## src/cms_map.svh

```systemverilog
/*
  register offsets, field positions, reset values and timing figures
  of the charger mode sequencer.
  assumes inclusion by bare name from every file that needs them.
*/
`ifndef CMS_MAP_SVH
`define CMS_MAP_SVH

// ****************************************
// register map
// ****************************************
`define CMS_REG_CTRL       12'h000
`define CMS_REG_CHG_CUR    12'h004
`define CMS_REG_CHG_VOLT   12'h008
`define CMS_REG_STATUS     12'h00C
`define CMS_CTRL_ILE       1
`define CMS_CTRL_LDO       2
`define CMS_CTRL_LEARN     5
`define CMS_CTRL_AUDIO     10
`define CMS_CTRL_RST       16'h0004
`define CMS_CTRL_MASK      16'h0426

// ****************************************
// pin vector positions
// ****************************************
`define CMS_PIN_ADP        0
`define CMS_PIN_INOVR      1
`define CMS_PIN_DIS256     2
`define CMS_PIN_BATLOW     3
`define CMS_PIN_LIGHT      4
`define CMS_PIN_BOOTLOW    5
`define CMS_PIN_ZCROSS     6
`define CMS_PIN_CELL       7

// ****************************************
// timing and scaling
// ****************************************
`define CMS_CLK_MHZ        200
`define CMS_SS_STEP_US     24
`define CMS_CELL_LATCH_MS  100
`define CMS_RESTART_US     200
`define CMS_AUDIO_KHZ      40
`define CMS_CUR_LSB_MA     64
`define CMS_SS_START_MA    128
`define CMS_PRECHG_MAX_MA  384
`define CMS_RAMP_LSB_MV    10
`define CMS_RAMP_START_MV  200
`define CMS_BOOT_CYC       2
`define CMS_DEAD_CYC       2
`define CMS_PERIOD_CYC     250

`endif

```

## src/cms_pkg.sv

```systemverilog
/*
  types of the charger mode sequencer.
  assumes nothing beyond a SystemVerilog compiler.
*/
`default_nettype none
package cms_pkg;
  typedef enum logic [3:0] {
    CMS_G_OFF  = 4'b0001,
    CMS_G_HS   = 4'b0010,
    CMS_G_DEAD = 4'b0100,
    CMS_G_LS   = 4'b1000
  } cms_gate_state_t;
  typedef logic [6:0] cms_cur_t;
endpackage
`default_nettype wire

```

## src/cms_gate_if.sv

```systemverilog
/*
  gate request and gate state between sequencer and gate driver.
  assumes both ends share one clock.
*/
`default_nettype none
interface cms_gate_if;
  logic hs_req;
  logic ls_req;
  logic hs_on;
  logic ls_on;
  modport ctrl (output hs_req, output ls_req, input hs_on, input ls_on);
  modport drv  (input hs_req, input ls_req, output hs_on, output ls_on);
endinterface
`default_nettype wire

```

## src/cms_gate_driver.sv

```systemverilog
/*
  break-before-make gate driver for the two converter switches.
  assumes requests come from logic on the same clock.
*/
`include "cms_map.svh"
`default_nettype none
module cms_gate_driver #(
  parameter int unsigned DEAD_CYC = `CMS_DEAD_CYC
) (
  input  wire logic clock_i,
  input  wire logic srst_i,
  cms_gate_if.drv   gate
);
  cms_pkg::cms_gate_state_t state_q;
  cms_pkg::cms_gate_state_t state_d;
  logic [3:0]               dead_q;
  logic                     hs_q;
  logic                     ls_q;
  wire                      dead_done = (dead_q == 4'(DEAD_CYC - 1));

  // ****************************************
  // state sequencing
  // ****************************************
  always_comb begin
    state_d = state_q;
    unique case (state_q)
      cms_pkg::CMS_G_OFF: begin
        if (gate.hs_req) state_d = cms_pkg::CMS_G_HS;
        else if (gate.ls_req) state_d = cms_pkg::CMS_G_LS;
      end
      cms_pkg::CMS_G_HS: begin
        if (!gate.hs_req) state_d = cms_pkg::CMS_G_DEAD;
      end
      cms_pkg::CMS_G_LS: begin
        if (!gate.ls_req || gate.hs_req) state_d = cms_pkg::CMS_G_DEAD;
      end
      cms_pkg::CMS_G_DEAD: begin
        if (dead_done) state_d = cms_pkg::CMS_G_OFF;
      end
      default: state_d = cms_pkg::CMS_G_OFF;
    endcase
  end

  always_ff @(posedge clock_i) begin
    if (srst_i) begin
      state_q <= cms_pkg::CMS_G_OFF;
      dead_q  <= 4'h0;
      hs_q    <= 1'b0;
      ls_q    <= 1'b0;
    end else begin
      state_q <= state_d;
      dead_q  <= (state_q == cms_pkg::CMS_G_DEAD) ? dead_q + 4'h1 : 4'h0;
      hs_q    <= (state_d == cms_pkg::CMS_G_HS);
      ls_q    <= (state_d == cms_pkg::CMS_G_LS);
    end
  end

  assign gate.hs_on = hs_q;
  assign gate.ls_on = ls_q;

  property p_no_overlap;
    @(posedge clock_i) disable iff (srst_i)
    $fell(hs_q) |-> !ls_q [*2];
  endproperty
  a_no_overlap: assert property (p_no_overlap)
    else $error("low side on within dead time");
endmodule
`default_nettype wire

```

## src/cms_charger_mode_sequencer.sv

```systemverilog
/*
  mode and sequencing logic of a buck charger: converter start, soft
  start staircase, cell latch, battery switch modes, switch timing,
  pulse-frequency mode and calibration mode, with an APB slave.
  assumes comparator pins are asynchronous and loop demands are on clock_i.
*/
`include "cms_map.svh"
`default_nettype none
module cms_charger_mode_sequencer #(
  parameter int unsigned PERIOD_CYC     = `CMS_PERIOD_CYC,
  parameter int unsigned SS_STEP_CYC    = `CMS_SS_STEP_US * `CMS_CLK_MHZ,
  parameter int unsigned CELL_LATCH_CYC =
    `CMS_CELL_LATCH_MS * 1000 * `CMS_CLK_MHZ,
  parameter int unsigned RESTART_CYC    = `CMS_RESTART_US * `CMS_CLK_MHZ,
  parameter int unsigned AUDIO_CYC      =
    (`CMS_CLK_MHZ * 1000) / `CMS_AUDIO_KHZ
) (
  input  wire logic        clock_i,
  input  wire logic        srst_i,
  input  wire logic        psel_i,
  input  wire logic        penable_i,
  input  wire logic        pwrite_i,
  input  wire logic [11:0] paddr_i,
  input  wire logic [31:0] pwdata_i,
  output logic      [31:0] prdata_o,
  output logic             pready_o,
  output logic             pslverr_o,
  input  wire logic        adapter_present_i,
  input  wire logic        input_over_limit_i,
  input  wire logic        discharge_over_256_i,
  input  wire logic        battery_below_minsys_i,
  input  wire logic        light_load_i,
  input  wire logic        bootstrap_low_i,
  input  wire logic        input_sense_low_i,
  input  wire logic        cell_pin_i,
  input  wire logic [7:0]  loop_input_current_i,
  input  wire logic [7:0]  loop_charge_current_i,
  input  wire logic [7:0]  loop_charge_voltage_i,
  input  wire logic [7:0]  loop_minsys_voltage_i,
  output logic             adapter_switch_drive_o,
  output logic             battery_switch_full_o,
  output logic             battery_switch_linear_o,
  output logic             high_side_switch_o,
  output logic             low_side_switch_o,
  output logic      [6:0]  charge_current_target_o,
  output logic      [10:0] charge_voltage_o,
  output logic             cell_3s_o,
  output logic             pfm_mode_o
);
  localparam int unsigned CW = 25;
  localparam int unsigned PW = $clog2(PERIOD_CYC);
  localparam cms_pkg::cms_cur_t SS_START =
    7'(`CMS_SS_START_MA / `CMS_CUR_LSB_MA);
  localparam cms_pkg::cms_cur_t PRE_MAX =
    7'(`CMS_PRECHG_MAX_MA / `CMS_CUR_LSB_MA - 1);
  localparam logic [9:0] RAMP_START =
    10'(`CMS_RAMP_START_MV / `CMS_RAMP_LSB_MV);

  function automatic logic [7:0] max2(input logic [7:0] a,
                                      input logic [7:0] b);
    max2 = (a > b) ? a : b;
  endfunction

  function automatic cms_pkg::cms_cur_t min2(input cms_pkg::cms_cur_t a,
                                             input cms_pkg::cms_cur_t b);
    min2 = (a < b) ? a : b;
  endfunction

  // ****************************************
  // pin synchronisers
  // ****************************************
  logic [7:0] pin_meta_q;
  logic [7:0] pin_q;
  wire  [7:0] pin_raw = {cell_pin_i, input_sense_low_i, bootstrap_low_i,
                         light_load_i, battery_below_minsys_i,
                         discharge_over_256_i, input_over_limit_i,
                         adapter_present_i};
  always_ff @(posedge clock_i) begin
    if (srst_i) begin
      pin_meta_q <= 8'h00;
      pin_q      <= 8'h00;
    end else begin
      pin_meta_q <= pin_raw;
      pin_q      <= pin_meta_q;
    end
  end
  wire adp      = pin_q[`CMS_PIN_ADP];
  wire in_over  = pin_q[`CMS_PIN_INOVR];
  wire dis_over = pin_q[`CMS_PIN_DIS256];
  wire bat_low  = pin_q[`CMS_PIN_BATLOW];
  wire light    = pin_q[`CMS_PIN_LIGHT];
  wire boot_low = pin_q[`CMS_PIN_BOOTLOW];
  wire sense_lo = pin_q[`CMS_PIN_ZCROSS];
  wire cell_hi  = pin_q[`CMS_PIN_CELL];

  // ****************************************
  // register file
  // ****************************************
  logic [15:0]       ctrl_q;
  cms_pkg::cms_cur_t cur_q;
  logic [10:0]       volt_q;
  logic              pready_q;
  logic              pslverr_q;
  logic [31:0]       prdata_q;
  logic              locked_q;
  logic              cell_3s_q;
  logic              conv_q;
  logic              bat_lin_q;
  logic              pfm_q;
  logic              nosoft_q;
  cms_pkg::cms_cur_t target_q;

  wire access    = psel_i & penable_i & ~pready_q;
  wire hit_ctrl  = (paddr_i == `CMS_REG_CTRL);
  wire hit_cur   = (paddr_i == `CMS_REG_CHG_CUR);
  wire hit_volt  = (paddr_i == `CMS_REG_CHG_VOLT);
  wire hit_stat  = (paddr_i == `CMS_REG_STATUS);
  wire mapped    = hit_ctrl | hit_cur | hit_volt | hit_stat;
  wire wr        = psel_i & penable_i & pready_q & pwrite_i;
  wire cell_clr  = locked_q & ~cell_hi;
  wire [31:0] status_w = {9'h000, target_q, 10'h000, nosoft_q, pfm_q,
                          bat_lin_q, conv_q, cell_3s_q, locked_q};
  wire [31:0] rdata_w  =
    hit_ctrl ? {16'h0000, ctrl_q} :
    hit_cur  ? {25'h0000000, cur_q} :
    hit_volt ? {21'h000000, volt_q} :
    hit_stat ? status_w : 32'h00000000;

  always_ff @(posedge clock_i) begin
    if (srst_i) begin
      pready_q  <= 1'b0;
      pslverr_q <= 1'b0;
      prdata_q  <= 32'h00000000;
    end else begin
      pready_q  <= access;
      pslverr_q <= access & ~mapped;
      if (access & ~pwrite_i) prdata_q <= rdata_w;
    end
  end

  // pin-forced exit of calibration wins over a same-cycle write
  always_ff @(posedge clock_i) begin
    if (srst_i) begin
      ctrl_q <= `CMS_CTRL_RST;
      cur_q  <= 7'h00;
      volt_q <= 11'h000;
    end else begin
      if (wr & hit_ctrl) ctrl_q <= pwdata_i[15:0] & `CMS_CTRL_MASK;
      if (wr & hit_cur)  cur_q  <= pwdata_i[6:0];
      if (wr & hit_volt) volt_q <= pwdata_i[10:0];
      if (cell_clr) begin
        ctrl_q[`CMS_CTRL_LEARN] <= 1'b0;
        ctrl_q[`CMS_CTRL_ILE]   <= 1'b0;
        cur_q                   <= 7'h00;
        volt_q                  <= 11'h000;
      end
    end
  end

  // ****************************************
  // power path and converter enable
  // ****************************************
  logic          adp_sw_q;
  logic          bat_full_q;
  logic          learn_was_q;
  logic [CW-1:0] restart_q;
  logic [CW-1:0] cell_cnt_q;
  wire ldo_bit   = ctrl_q[`CMS_CTRL_LDO];
  wire learn_act = ctrl_q[`CMS_CTRL_LEARN] & adp;
  wire learn_exit = learn_was_q & ~learn_act & adp;
  wire bat_full_d = ~adp | learn_act | dis_over | ~ldo_bit | ~bat_low;
  wire conv_d    = adp_sw_q & ~learn_act & ~learn_exit & (restart_q == '0);
  wire start_ev  = conv_d & ~conv_q;

  always_ff @(posedge clock_i) begin
    if (srst_i) begin
      adp_sw_q    <= 1'b0;
      bat_full_q  <= 1'b1;
      bat_lin_q   <= 1'b0;
      learn_was_q <= 1'b0;
      restart_q   <= '0;
      conv_q      <= 1'b0;
      nosoft_q    <= 1'b0;
    end else begin
      adp_sw_q    <= adp;
      bat_full_q  <= bat_full_d;
      bat_lin_q   <= ~bat_full_d;
      learn_was_q <= learn_act;
      conv_q      <= conv_d;
      if (learn_exit) restart_q <= CW'(RESTART_CYC - 1);
      else if (restart_q != '0) restart_q <= restart_q - 1'b1;
      if (learn_exit) nosoft_q <= 1'b1;
      else if (start_ev) nosoft_q <= 1'b0;
    end
  end

  // ****************************************
  // cell-count latch
  // ****************************************
  always_ff @(posedge clock_i) begin
    if (srst_i) begin
      cell_cnt_q <= '0;
      locked_q   <= 1'b0;
      cell_3s_q  <= 1'b0;
    end else begin
      if (conv_q && !locked_q) cell_cnt_q <= cell_cnt_q + 1'b1;
      if (cell_cnt_q == CW'(CELL_LATCH_CYC - 1)) locked_q <= 1'b1;
      if (!locked_q) cell_3s_q <= cell_hi;
    end
  end

  // ****************************************
  // current target staircase
  // ****************************************
  logic [CW-1:0] ss_cnt_q;
  wire ss_tick  = (ss_cnt_q == CW'(SS_STEP_CYC - 1));
  wire throttle = ctrl_q[`CMS_CTRL_ILE] & in_over;
  wire cms_pkg::cms_cur_t lim_w = bat_lin_q ? min2(cur_q, PRE_MAX) : cur_q;
  cms_pkg::cms_cur_t target_d;
  always_comb begin
    target_d = target_q;
    if (start_ev) target_d = nosoft_q ? lim_w : min2(SS_START, lim_w);
    else if (!conv_q) target_d = 7'h00;
    else if (target_q > lim_w) target_d = lim_w;
    else if (ss_tick && throttle && target_q != 7'h00)
      target_d = target_q - 7'h01;
    else if (ss_tick && !throttle && target_q < lim_w)
      target_d = target_q + 7'h01;
  end
  always_ff @(posedge clock_i) begin
    if (srst_i) begin
      ss_cnt_q <= '0;
      target_q <= 7'h00;
    end else begin
      ss_cnt_q <= (!conv_q || start_ev || ss_tick) ? '0 : ss_cnt_q + 1'b1;
      target_q <= target_d;
    end
  end

  // ****************************************
  // switching cycle
  // ****************************************
  logic [PW-1:0] phase_q;
  logic          run_q;
  logic          force_q;
  logic          refresh_q;
  logic          lo_cut_q;
  logic [CW-1:0] audio_q;
  cms_gate_if    gif ();
  wire [7:0] demand = max2(max2(loop_input_current_i, loop_charge_current_i),
                           max2(loop_charge_voltage_i,
                                loop_minsys_voltage_i));
  wire [9:0] ramp_w  = RAMP_START + 10'(phase_q);
  wire last_ph  = (phase_q == PW'(PERIOD_CYC - 1));
  wire boot_win = refresh_q & (phase_q < PW'(`CMS_BOOT_CYC));
  wire audio_due = ctrl_q[`CMS_CTRL_AUDIO] & (audio_q == '0);
  wire pfm_d    = light & ((cur_q == 7'h00) | bat_lin_q);
  wire run_d    = ~pfm_q | ({2'b00, demand} > RAMP_START) | audio_due;
  wire hs_pulse = ({2'b00, demand} > ramp_w) | (force_q & phase_q == '0);
  assign gif.hs_req = conv_q & run_q & ~boot_win & ~last_ph & hs_pulse;
  assign gif.ls_req = conv_q & ~last_ph &
                      (boot_win | (run_q & ~hs_pulse & ~lo_cut_q));

  always_ff @(posedge clock_i) begin
    if (srst_i) begin
      phase_q   <= '0;
      run_q     <= 1'b0;
      force_q   <= 1'b0;
      refresh_q <= 1'b0;
      lo_cut_q  <= 1'b0;
      audio_q   <= '0;
      pfm_q     <= 1'b0;
    end else begin
      pfm_q   <= pfm_d;
      phase_q <= (!conv_q || last_ph) ? '0 : phase_q + 1'b1;
      lo_cut_q <= ((last_ph || !conv_q) ? 1'b0 : lo_cut_q) | sense_lo;
      if (last_ph || start_ev) begin
        run_q     <= run_d;
        force_q   <= pfm_q & audio_due;
        refresh_q <= boot_low;
        audio_q   <= run_d ? CW'(AUDIO_CYC - 1) : audio_q;
      end else if (audio_q != '0) begin
        audio_q <= audio_q - 1'b1;
      end
    end
  end

  cms_gate_driver u_gate (
    .clock_i (clock_i),
    .srst_i  (srst_i),
    .gate    (gif)
  );

  // ****************************************
  // outputs
  // ****************************************
  assign prdata_o                = prdata_q;
  assign pready_o                = pready_q;
  assign pslverr_o               = pslverr_q;
  assign adapter_switch_drive_o  = adp_sw_q;
  assign battery_switch_full_o   = bat_full_q;
  assign battery_switch_linear_o = bat_lin_q;
  assign high_side_switch_o      = gif.hs_on;
  assign low_side_switch_o       = gif.ls_on;
  assign charge_current_target_o = target_q;
  assign charge_voltage_o        = volt_q;
  assign cell_3s_o               = cell_3s_q;
  assign pfm_mode_o              = pfm_q;

  // ****************************************
  // checks
  // ****************************************
  property p_conv_after_adp;
    @(posedge clock_i) disable iff (srst_i) conv_q |-> $past(adp_sw_q);
  endproperty
  a_conv_after_adp: assert property (p_conv_after_adp)
    else $error("converter on without adapter switch");

  property p_ss_first;
    @(posedge clock_i) disable iff (srst_i)
    (start_ev && !nosoft_q) |=> target_q <= SS_START;
  endproperty
  a_ss_first: assert property (p_ss_first)
    else $error("soft start began above first step");

  property p_step_one;
    @(posedge clock_i) disable iff (srst_i)
    ($past(conv_q) && conv_q && target_q > $past(target_q))
      |-> target_q == $past(target_q) + 7'h01;
  endproperty
  a_step_one: assert property (p_step_one)
    else $error("staircase step not one increment");

  property p_no_overshoot;
    @(posedge clock_i) disable iff (srst_i)
    (conv_q && $stable(cur_q) && $stable(bat_lin_q)) |=> target_q <= cur_q;
  endproperty
  a_no_overshoot: assert property (p_no_overshoot)
    else $error("target above programmed current");

  property p_precharge;
    @(posedge clock_i) disable iff (srst_i)
    bat_lin_q [*2] |-> target_q <= PRE_MAX;
  endproperty
  a_precharge: assert property (p_precharge)
    else $error("precharge target not clamped");

  property p_learn;
    @(posedge clock_i) disable iff (srst_i)
    learn_act |=> ##1 (!conv_q && bat_full_q && adp_sw_q);
  endproperty
  a_learn: assert property (p_learn)
    else $error("calibration mode not honoured");

  property p_cell_clear;
    @(posedge clock_i) disable iff (srst_i)
    cell_clr |=> (!ctrl_q[`CMS_CTRL_LEARN] && cur_q == 7'h00 && volt_q == 11'h000);
  endproperty
  a_cell_clear: assert property (p_cell_clear)
    else $error("grounded cell pin did not clear settings");

  property p_cell_locked;
    @(posedge clock_i) disable iff (srst_i) locked_q |=> $stable(cell_3s_q);
  endproperty
  a_cell_locked: assert property (p_cell_locked)
    else $error("cell setting changed after latch");

  property p_discharge;
    @(posedge clock_i) disable iff (srst_i) dis_over |=> bat_full_q;
  endproperty
  a_discharge: assert property (p_discharge)
    else $error("battery switch not full on at discharge");

  property p_lo_cut;
    @(posedge clock_i) disable iff (srst_i)
    (lo_cut_q && !boot_win) |-> !gif.ls_req;
  endproperty
  a_lo_cut: assert property (p_lo_cut)
    else $error("low side requested after sense low");
endmodule
`default_nettype wire

```

## config.mk

```make
export PLATFORM = sky130hd
export DESIGN_NAME = cms_charger_mode_sequencer
export DESIGN_NICKNAME = d
export VERILOG_FILES = /design/src/cms_pkg.sv /design/src/cms_gate_if.sv /design/src/cms_gate_driver.sv /design/src/cms_charger_mode_sequencer.sv
export VERILOG_INCLUDE_DIRS = /design/src
export SDC_FILE = /design/constraint.sdc
export NUM_CORES = 1
export LEC_CHECK = 0
export ABC_AREA = 1
export CAP_MARGIN = 20
export CORE_ASPECT_RATIO = 0.75
export CORE_MARGIN = 2
export CORE_UTILIZATION = 35
export DETAILED_ROUTE_END_ITERATION = 10
export DONT_BUFFER_PORTS = 1
export PLACE_DENSITY_LB_ADDON = 0.12
export SLEW_MARGIN = 20
export SYNTH_ARGS = -nofsm -noshare
export SYNTH_HDL_FRONTEND = slang
export SYNTH_HIERARCHICAL = 1
export SYNTH_SLANG_ARGS = --single-unit
export TNS_END_PERCENT = 20
```

## constraint.sdc

```tcl
create_clock -name clock_i -period 5.9 [get_ports clock_i]
set_clock_uncertainty 0.15 [all_clocks]
set_input_delay 0.885 -clock clock_i [delete_from_list [all_inputs] [get_ports clock_i]]
set_output_delay 0.885 -clock clock_i [all_outputs]
set_load 0.02 [all_outputs]
```

Word level (Yosys, flattened, before mapping)
Cells that the tools add are included.
Widths: inputs -> output; s select.
{ "word_totals": {"register_bits": 210, "output_inout_bits": 59, "in_bits": 89, "wordCells": 189} }
{ "classes": {"add_sub_neg": 9, "eq_ne": 15, "reduce_logical": 31, "bitwise_logic": 61, "muxes": 30, "n_lt_le_gt_ge": 10} }
{ "op_table": {"columns": ["cell", "count"], "rows": [
  ["$mux 23", 4],
  ["$mux 25", 3],
  ["$mux 7", 9],
  ["$add 25x1->25 const B", 2],
  ["$logic_not 25->1", 2],
  ["$reduce_bool 25->1", 2],
  ["$sub 25x1->25 const B", 2],
  ["$mux 16", 2],
  ["$and 1x1->1", 31],
  ["$eq 25x13->1 const B", 1],
  ["$eq 25x25->1 const B", 1],
  ["$eq 12x4->1 const B", 2],
  ["$gt 8x8->1", 3],
  ["$mux 8", 3],
  ["$mux 4", 5],
  ["$not 1->1", 17],
  ["$pmux 4 s4", 1],
  ["$or 1x1->1", 13],
  ["$eq 12x3->1 const B", 1],
  ["$logic_not 12->1", 1],
  ["$reduce_or 2->1", 5],
  ["$add 5x8->9 const A", 1],
  ["$gt 8x9->1", 1],
  ["$add 8x1->8 const B", 1],
  ["25 further kinds", 43]
]} }

Logic depth before layout (Yosys ltp)
{ "logic_depth": {"depth_word": 16, "mapped_depth": 41, "ltp_nobuf": 40} }

Cells and area by module
The synthesis kept the hierarchy.
{ "modules_own_cells": {"columns": ["mod", "instances", "area_per_inst_um2", "seq_area_each_um2", "cells_each"], "rows": [
  ["cms_charger_mode_sequencer", 1, 10427.5, 3723.6, 1465],
  ["cms_gate_driver", 1, 483.0, 200.2, 67]
]} }

Worst setup path after synthesis
Ideal clock, no wire load.
{ "synth_timing": {"path_type": "input-to-reg", "startpoint": "input loop_minsys_voltage_i[7]", "endpoint": "register u_gate.ls_q, in the netlist u_gate/gate.ls_on", "n_path_buf": 1, "slack_ns": 0.986, "setup_time_ns": 0.070, "t_required_ns": 5.680, "stages": 35, "arrival_time_ns": 4.694, "cell_sequence": "inv_1 > ha_1 > a21o_1 > nor2_2 > nand2_4 > nand2_4 > buf_6 > nand2_1 > and2_1 > ha_1 > inv_1 > o21bai_1 > nand2_1 > nand2_1 > nand2_1 > a21oi_2 > nand3_1 > nand2_1 > inv_1 > ha_1 > nand2_1 > nor2_1 > a211oi_1 > o21ai_0 > nand2_1 > nand2_1 > a21oi_1 > nor2_1 > o31ai_1 > nand4_1 > a21oi_1 > inv_1 > a21oi_1 > nand2_1 > a21oi_1"} }
{ "synth_via": {"elab_chain_cells": 16, "word_cells_on_any_way": 20, "cone_classes": "3 x order compare; 1 x eq/ne; 7 x mux; 7 x bitwise; 2 x reduce/logical"} }
{ "synth_rtl": {"columns": ["item", "line_no", "source"], "rows": [
  ["start: declaration", "cms_charger_mode_sequencer.sv:39", "input wire logic [7:0] loop_minsys_voltage_i,"],
  ["$gt 8x8->1", "cms_charger_mode_sequencer.sv:61", "max2 = (a > b) ? a : b;"],
  ["$mux 8 *", "cms_charger_mode_sequencer.sv:61", null],
  ["$gt 8x8->1", "cms_charger_mode_sequencer.sv:61", null],
  ["$mux 8 *", "cms_charger_mode_sequencer.sv:61", null],
  ["$gt 8x9->1 *", "cms_charger_mode_sequencer.sv:259", "wire hs_pulse = ({2'b00, demand} > ramp_w) | (force_q & phase_q == '0);"],
  ["$or 1x1->1 *", "cms_charger_mode_sequencer.sv:259", null],
  ["$not 1->1 *", "cms_charger_mode_sequencer.sv:262", "(boot_win | (run_q & ~hs_pulse & ~lo_cut_q));"],
  ["$and 1x1->1 * (2 in a row)", "cms_charger_mode_sequencer.sv:262", null],
  ["$or 1x1->1 *", "cms_charger_mode_sequencer.sv:262", null],
  ["$and 1x1->1 *", "cms_charger_mode_sequencer.sv:261", "assign gif.ls_req = conv_q & ~last_ph &"],
  ["via gif.ls_req", "cms_gate_if.sv:8", "logic ls_req;"],
  ["$logic_not 1->1", "cms_gate_driver.sv:35", "if (!gate.ls_req || gate.hs_req) state_d = cms_pkg::CMS_G_DEAD;"],
  ["$logic_or 1x1->1", "cms_gate_driver.sv:35", null],
  ["$mux 4", "cms_gate_driver.sv:35", null],
  ["$pmux 4 s4 *", "cms_gate_driver.sv:26", "unique case (state_q)"],
  ["$eq 4x4->1 *", "cms_gate_driver.sv:54", "ls_q <= (state_d == cms_pkg::CMS_G_LS);"],
  ["end signal: assignment", "cms_gate_driver.sv:54", null],
  ["end: declaration", "cms_gate_driver.sv:18", "logic ls_q;"]
]} }
Mark *: on every way through the listed nets, which the timed path passes. The rest lies on a longest branch.
A chain may end at the register's enable or synchronous reset.

Worst setup path in the final report
{ "layout_timing": {"startpoint": "input loop_charge_current_i[6]", "endpoint": "register u_gate.ls_q, in the netlist u_gate/gate.ls_on"} }
{ "layout_via": {"elab_chain_cells": 16, "word_cells_on_any_way": 20, "cone_classes": "3 x order compare; 1 x eq/ne; 7 x mux; 7 x bitwise; 2 x reduce/logical"} }
{ "layout_rtl": {"columns": ["item", "line_no", "source"], "rows": [
  ["start: declaration", "cms_charger_mode_sequencer.sv:37", "input wire logic [7:0] loop_charge_current_i,"],
  ["$gt 8x8->1", "cms_charger_mode_sequencer.sv:61", null],
  ["$mux 8 *", "cms_charger_mode_sequencer.sv:61", null],
  ["$gt 8x8->1", "cms_charger_mode_sequencer.sv:61", null],
  ["$mux 8 *", "cms_charger_mode_sequencer.sv:61", null],
  ["$gt 8x9->1 *", "cms_charger_mode_sequencer.sv:259", null],
  ["$or 1x1->1 *", "cms_charger_mode_sequencer.sv:259", null],
  ["$not 1->1 *", "cms_charger_mode_sequencer.sv:262", null],
  ["$and 1x1->1 * (2 in a row)", "cms_charger_mode_sequencer.sv:262", null],
  ["$or 1x1->1 *", "cms_charger_mode_sequencer.sv:262", null],
  ["$and 1x1->1 *", "cms_charger_mode_sequencer.sv:261", null],
  ["via gif.ls_req", "cms_gate_if.sv:8", null],
  ["$logic_not 1->1", "cms_gate_driver.sv:35", null],
  ["$logic_or 1x1->1", "cms_gate_driver.sv:35", null],
  ["$mux 4", "cms_gate_driver.sv:35", null],
  ["$pmux 4 s4 *", "cms_gate_driver.sv:26", null],
  ["$eq 4x4->1 *", "cms_gate_driver.sv:54", null]
]} }
Marked as above.

==> summary.md <==
| Metric | Value |
|---|---|
| Clk_lat worst skew | `roughly 0.46 ns` |
| Post-Synth Simple-Gate Area | `between 30% and 40%` |
| Final core occ | `38.9%` |
| Port bufs | `0` |
| Chip width | `208 µm` |
| Hpwl dp | `between 20000 and 25000 µm` |
| Number of max-cap violations | `0` |
| Kind of start point of the critical path | `input port` |
| Reg2Reg Setup Slack | `between 2 and 3 ns` |
| Synth Flop Type | `dfxtp_1` |
| Min-Delay Path Class | `register to register` |
| R2R Path End | `charge_current_target_o[5]` |
| CTS H-tree lvls | `4` |
| Cell repeated most along the worst path | `nand2_1` |
| DR vias | `a little over 9k` |
| Pre-CTS WS | `about 0.40 ns` |
| Post-Syn Area | `about 11000 µm²` |
| Remaining Overflow, GRT | `0` |
| Gr usage total | `roughly 17%` |
| Highest-count cells in the layout ignoring fill and taps | `251 x nand2_1, 225 x nor2_1, 211 x inv_1` |
| Largest net degree at the start of global routing | `a little over 80` |
| Worst r2r path cells | `18` |
| Clk sinks | `approximately 200` |
| Hold Buf Count CTS | `0` |
| Clock slew at reported path FFs | `approximately 0.08 ns` |
| Number of setup buffers added after CTS | `0` |
| First-pass GRT wire length | `approximately 45000 µm` |
| Worst-margin pin slew | `~0.80 ns` |
| CP endpoint | `u_gate/gate.ls_on` |
| Yosys warnings | `6` |
| Largest family of logic cells by synthesized area | `simple AND/OR/NAND/NOR gates` |
| Antenna viol nets, final | `0` |
| Share of post-route cells with drive strength above 1 | `around 7.9%` |
| CP Class | `input port to register` |
| RSZ-0062 raised after global routing | `false` |
| Vias in the first global route | `approximately 8.8k` |
| Sequential area share after synthesis | `between 30% and 40%` |
| Die height | `157 µm` |
| Leak | `approximately 4.9 nW` |
| Final hold vios | `0` |
| Critical R2R Launch | `ss_cnt_q[0]` |
| Relative slew slack | `46.1%` |
| Critical path required time | `6.13 ns` |
| CTS buffer count | `17` |
| Post-CTS resize count | `0` |
| Crit. End Element | `register` |
| Maximum vdd ir drop | `197 µV` |
| Fmax achieved | `0.198 GHz` |
| Power per standard cell area | `approximately 330 nW/µm²` |
| Final WL | `around 27000 µm` |
| Drt wl/cell | `between 10 and 15 µm` |
| Most common cell after layout, fill and taps aside | `nand2_1` |
| DR pass1 iterations | `5` |
| Metal-1 WL | `around 14000 µm` |
| I/O pin cnt | `~150` |
| DRT iter0 DRCs | `roughly 530` |
| Xor/xnor share of the synthesized area | `under 10%` |
| Synth Register Bits | `around 200` |
| CTS Root Cell | `clkbuf_16` |
| Tcrit/Tclk final | `a little under nine tenths` |
| Setup TNS | `0 ns` |
| Crit path from | `loop_charge_current_i[6]` |
| Worst path slowest cell | `a21oi_2` |
| Synth Area in Adders | `6.72%` |
| Antenna violations before repair | `0` |
| Die area | `roughly 33000 µm²` |
| Metal3 WL | `between 1500 and 2000 µm` |
| Core ar. | `roughly 30000 µm²` |
| Ys async rst share | `0%` |
| Routability cong. | `approximately 0.83` |
| Avg Cell Area, Syn | `between 7 and 8 µm²` |
| CTS Buffer Depth | `2` |
| Number of distinct library cells after synthesis | `56` |
| CTS tree | `built` |
| Status | `finished clean` |
| Total DRC errors in the routed layout | `0` |
| Crit path max fanout | `11` |
| Post-synth EDFFs | `0` |
| Starting Density | `35.9%` |
| Slowest stage delay, CP | `0.32 ns` |
| Area Growth Syn to Fin | `8.31%` |
| Vias per cell | `4.83` |
| Tmin final | `~5.1 ns` |
| Post-synthesis compound-gate area fraction | `a little over an eighth` |
| Diode count | `0` |
| Num rows | `55` |
| Mux share of post-synthesis cell area | `0%` |
| Arr. time, crit path | `approximately 5.3 ns` |
| Final setup viols | `0` |
| Max-slew violations | `0` |
| Metal2 WL | `about 11000 µm` |
| Post-Synthesis Cells | `between 1.5k and 2k` |
| # nets final | `roughly 1.7k` |
| Top Metal Used | `met4` |
| Fin worst setup slack | `between 0.8 and 0.9 ns` |
-- Yosys cell counts (all sizes together), types with 2 or more instances --
master,count,share of area [%]
nand4,29,1.9
xnor2,13,1.0
and2,2,0.11
xor2,26,2.1
nor3b,5,0.34
a211oi,10,0.69
o211ai,7,0.48
o21ai,81,3.9
a31oi,14,0.80
a21oi,120,5.7
nor3,40,2.3
dfxtp,196,36
o221ai,3,0.24
o21a,7,0.48
or2,4,0.23
nand3b,3,0.21
and3,3,0.17
ha,57,6.5
nand2,267,9.7
clkbuf,23,0.79
o21bai,6,0.41
a21o,4,0.28
nor2,248,9.7
o22ai,4,0.23
inv,223,7.7
nor4,21,1.6
buf,24,1.8
nand3,83,3.9
-- worst max-delay path: cells and delay by family --
kind / cells / cell delay, ns
buffers and inverters: 4 / 0.22
adders and majority gates: 3 / 0.83
AOI/OAI and AO/OA: 9 / 1.54
and+or+nand+nor: 19 / 1.80
-- worst min path at each step --
stage                        from        to  slack, ns  cells after the start
global route        pin_meta_q[2]  pin_q[2]       0.28                      2
finish              pin_meta_q[3]  pin_q[3]       0.26                      2
global placement    pin_meta_q[2]  pin_q[2]       0.25                      2
detailed placement  pin_meta_q[3]  pin_q[3]       0.25                      2
CTS                 pin_meta_q[3]  pin_q[3]       0.26                      2
floorplan           pin_meta_q[0]  pin_q[0]       0.24                      2
-- stage by stage --
stage / power [W] / hold slack (ns) / cells / instance area, µm²
finish: 0.00386 / 0.257 / 1935 / 11800
global placement: 0.00270 / 0.255 / 1903 / 11200
detailed placement: 0.00272 / 0.249 / 1903 / 11200
CTS: 0.00391 / 0.260 / 1935 / 11800
floorplan: 0.00251 / 0.238 / 1545 / 11000
global route: 0.00416 / 0.284 / 1935 / 11800
-- routing by layer --
metal | vias to the layer above | GRT usage [%]
li1 | 4969 | -
met1 | 4183 | 23.7
met2 | 167 | 26.4
met3 | 25 | 4.83
met4 | 0 | 4.86
met5 | - | 0
-- cells by family after synthesis --
logic type	count (synthesis)
buf+inv	271
simple gates	705
other cells	1
xor+xnor	39
fa+ha+maj	58
flops	196
compound gates	262
-- cell type report --
class | instances | area [µm²]
fillers | 3239 | 18600
multi-input cells | 1078 | 5910
flip-flops and latches | 196 | 3920
inverters | 224 | 843
well taps | 399 | 499
clock buffers | 17 | 425
clock inverters | 15 | 168
repair buffers | 6 | 45.0
-- state kept, by name, indices dropped and copies added (netlist names), 4 cells and up --
name                     count
u_gate/dead_q                4
ctrl_q                       4
cell_cnt_q                  25
restart_q                   25
pin_q                        8
u_gate/state_q               4
pin_meta_q                   8
audio_q                     25
charge_voltage_o            11
prdata_o                    18
charge_current_target_o      7
cur_q                        7
ss_cnt_q                    25
phase_q                      8
-- power breakdown --
group	internal (W)	total, W	switching [W]
Clock	0.000603	0.00118	0.000580
Combinational	0.000420	0.00113	0.000706
Sequential	0.00144	0.00155	0.000108
Power figures use the tool's default switching activity.
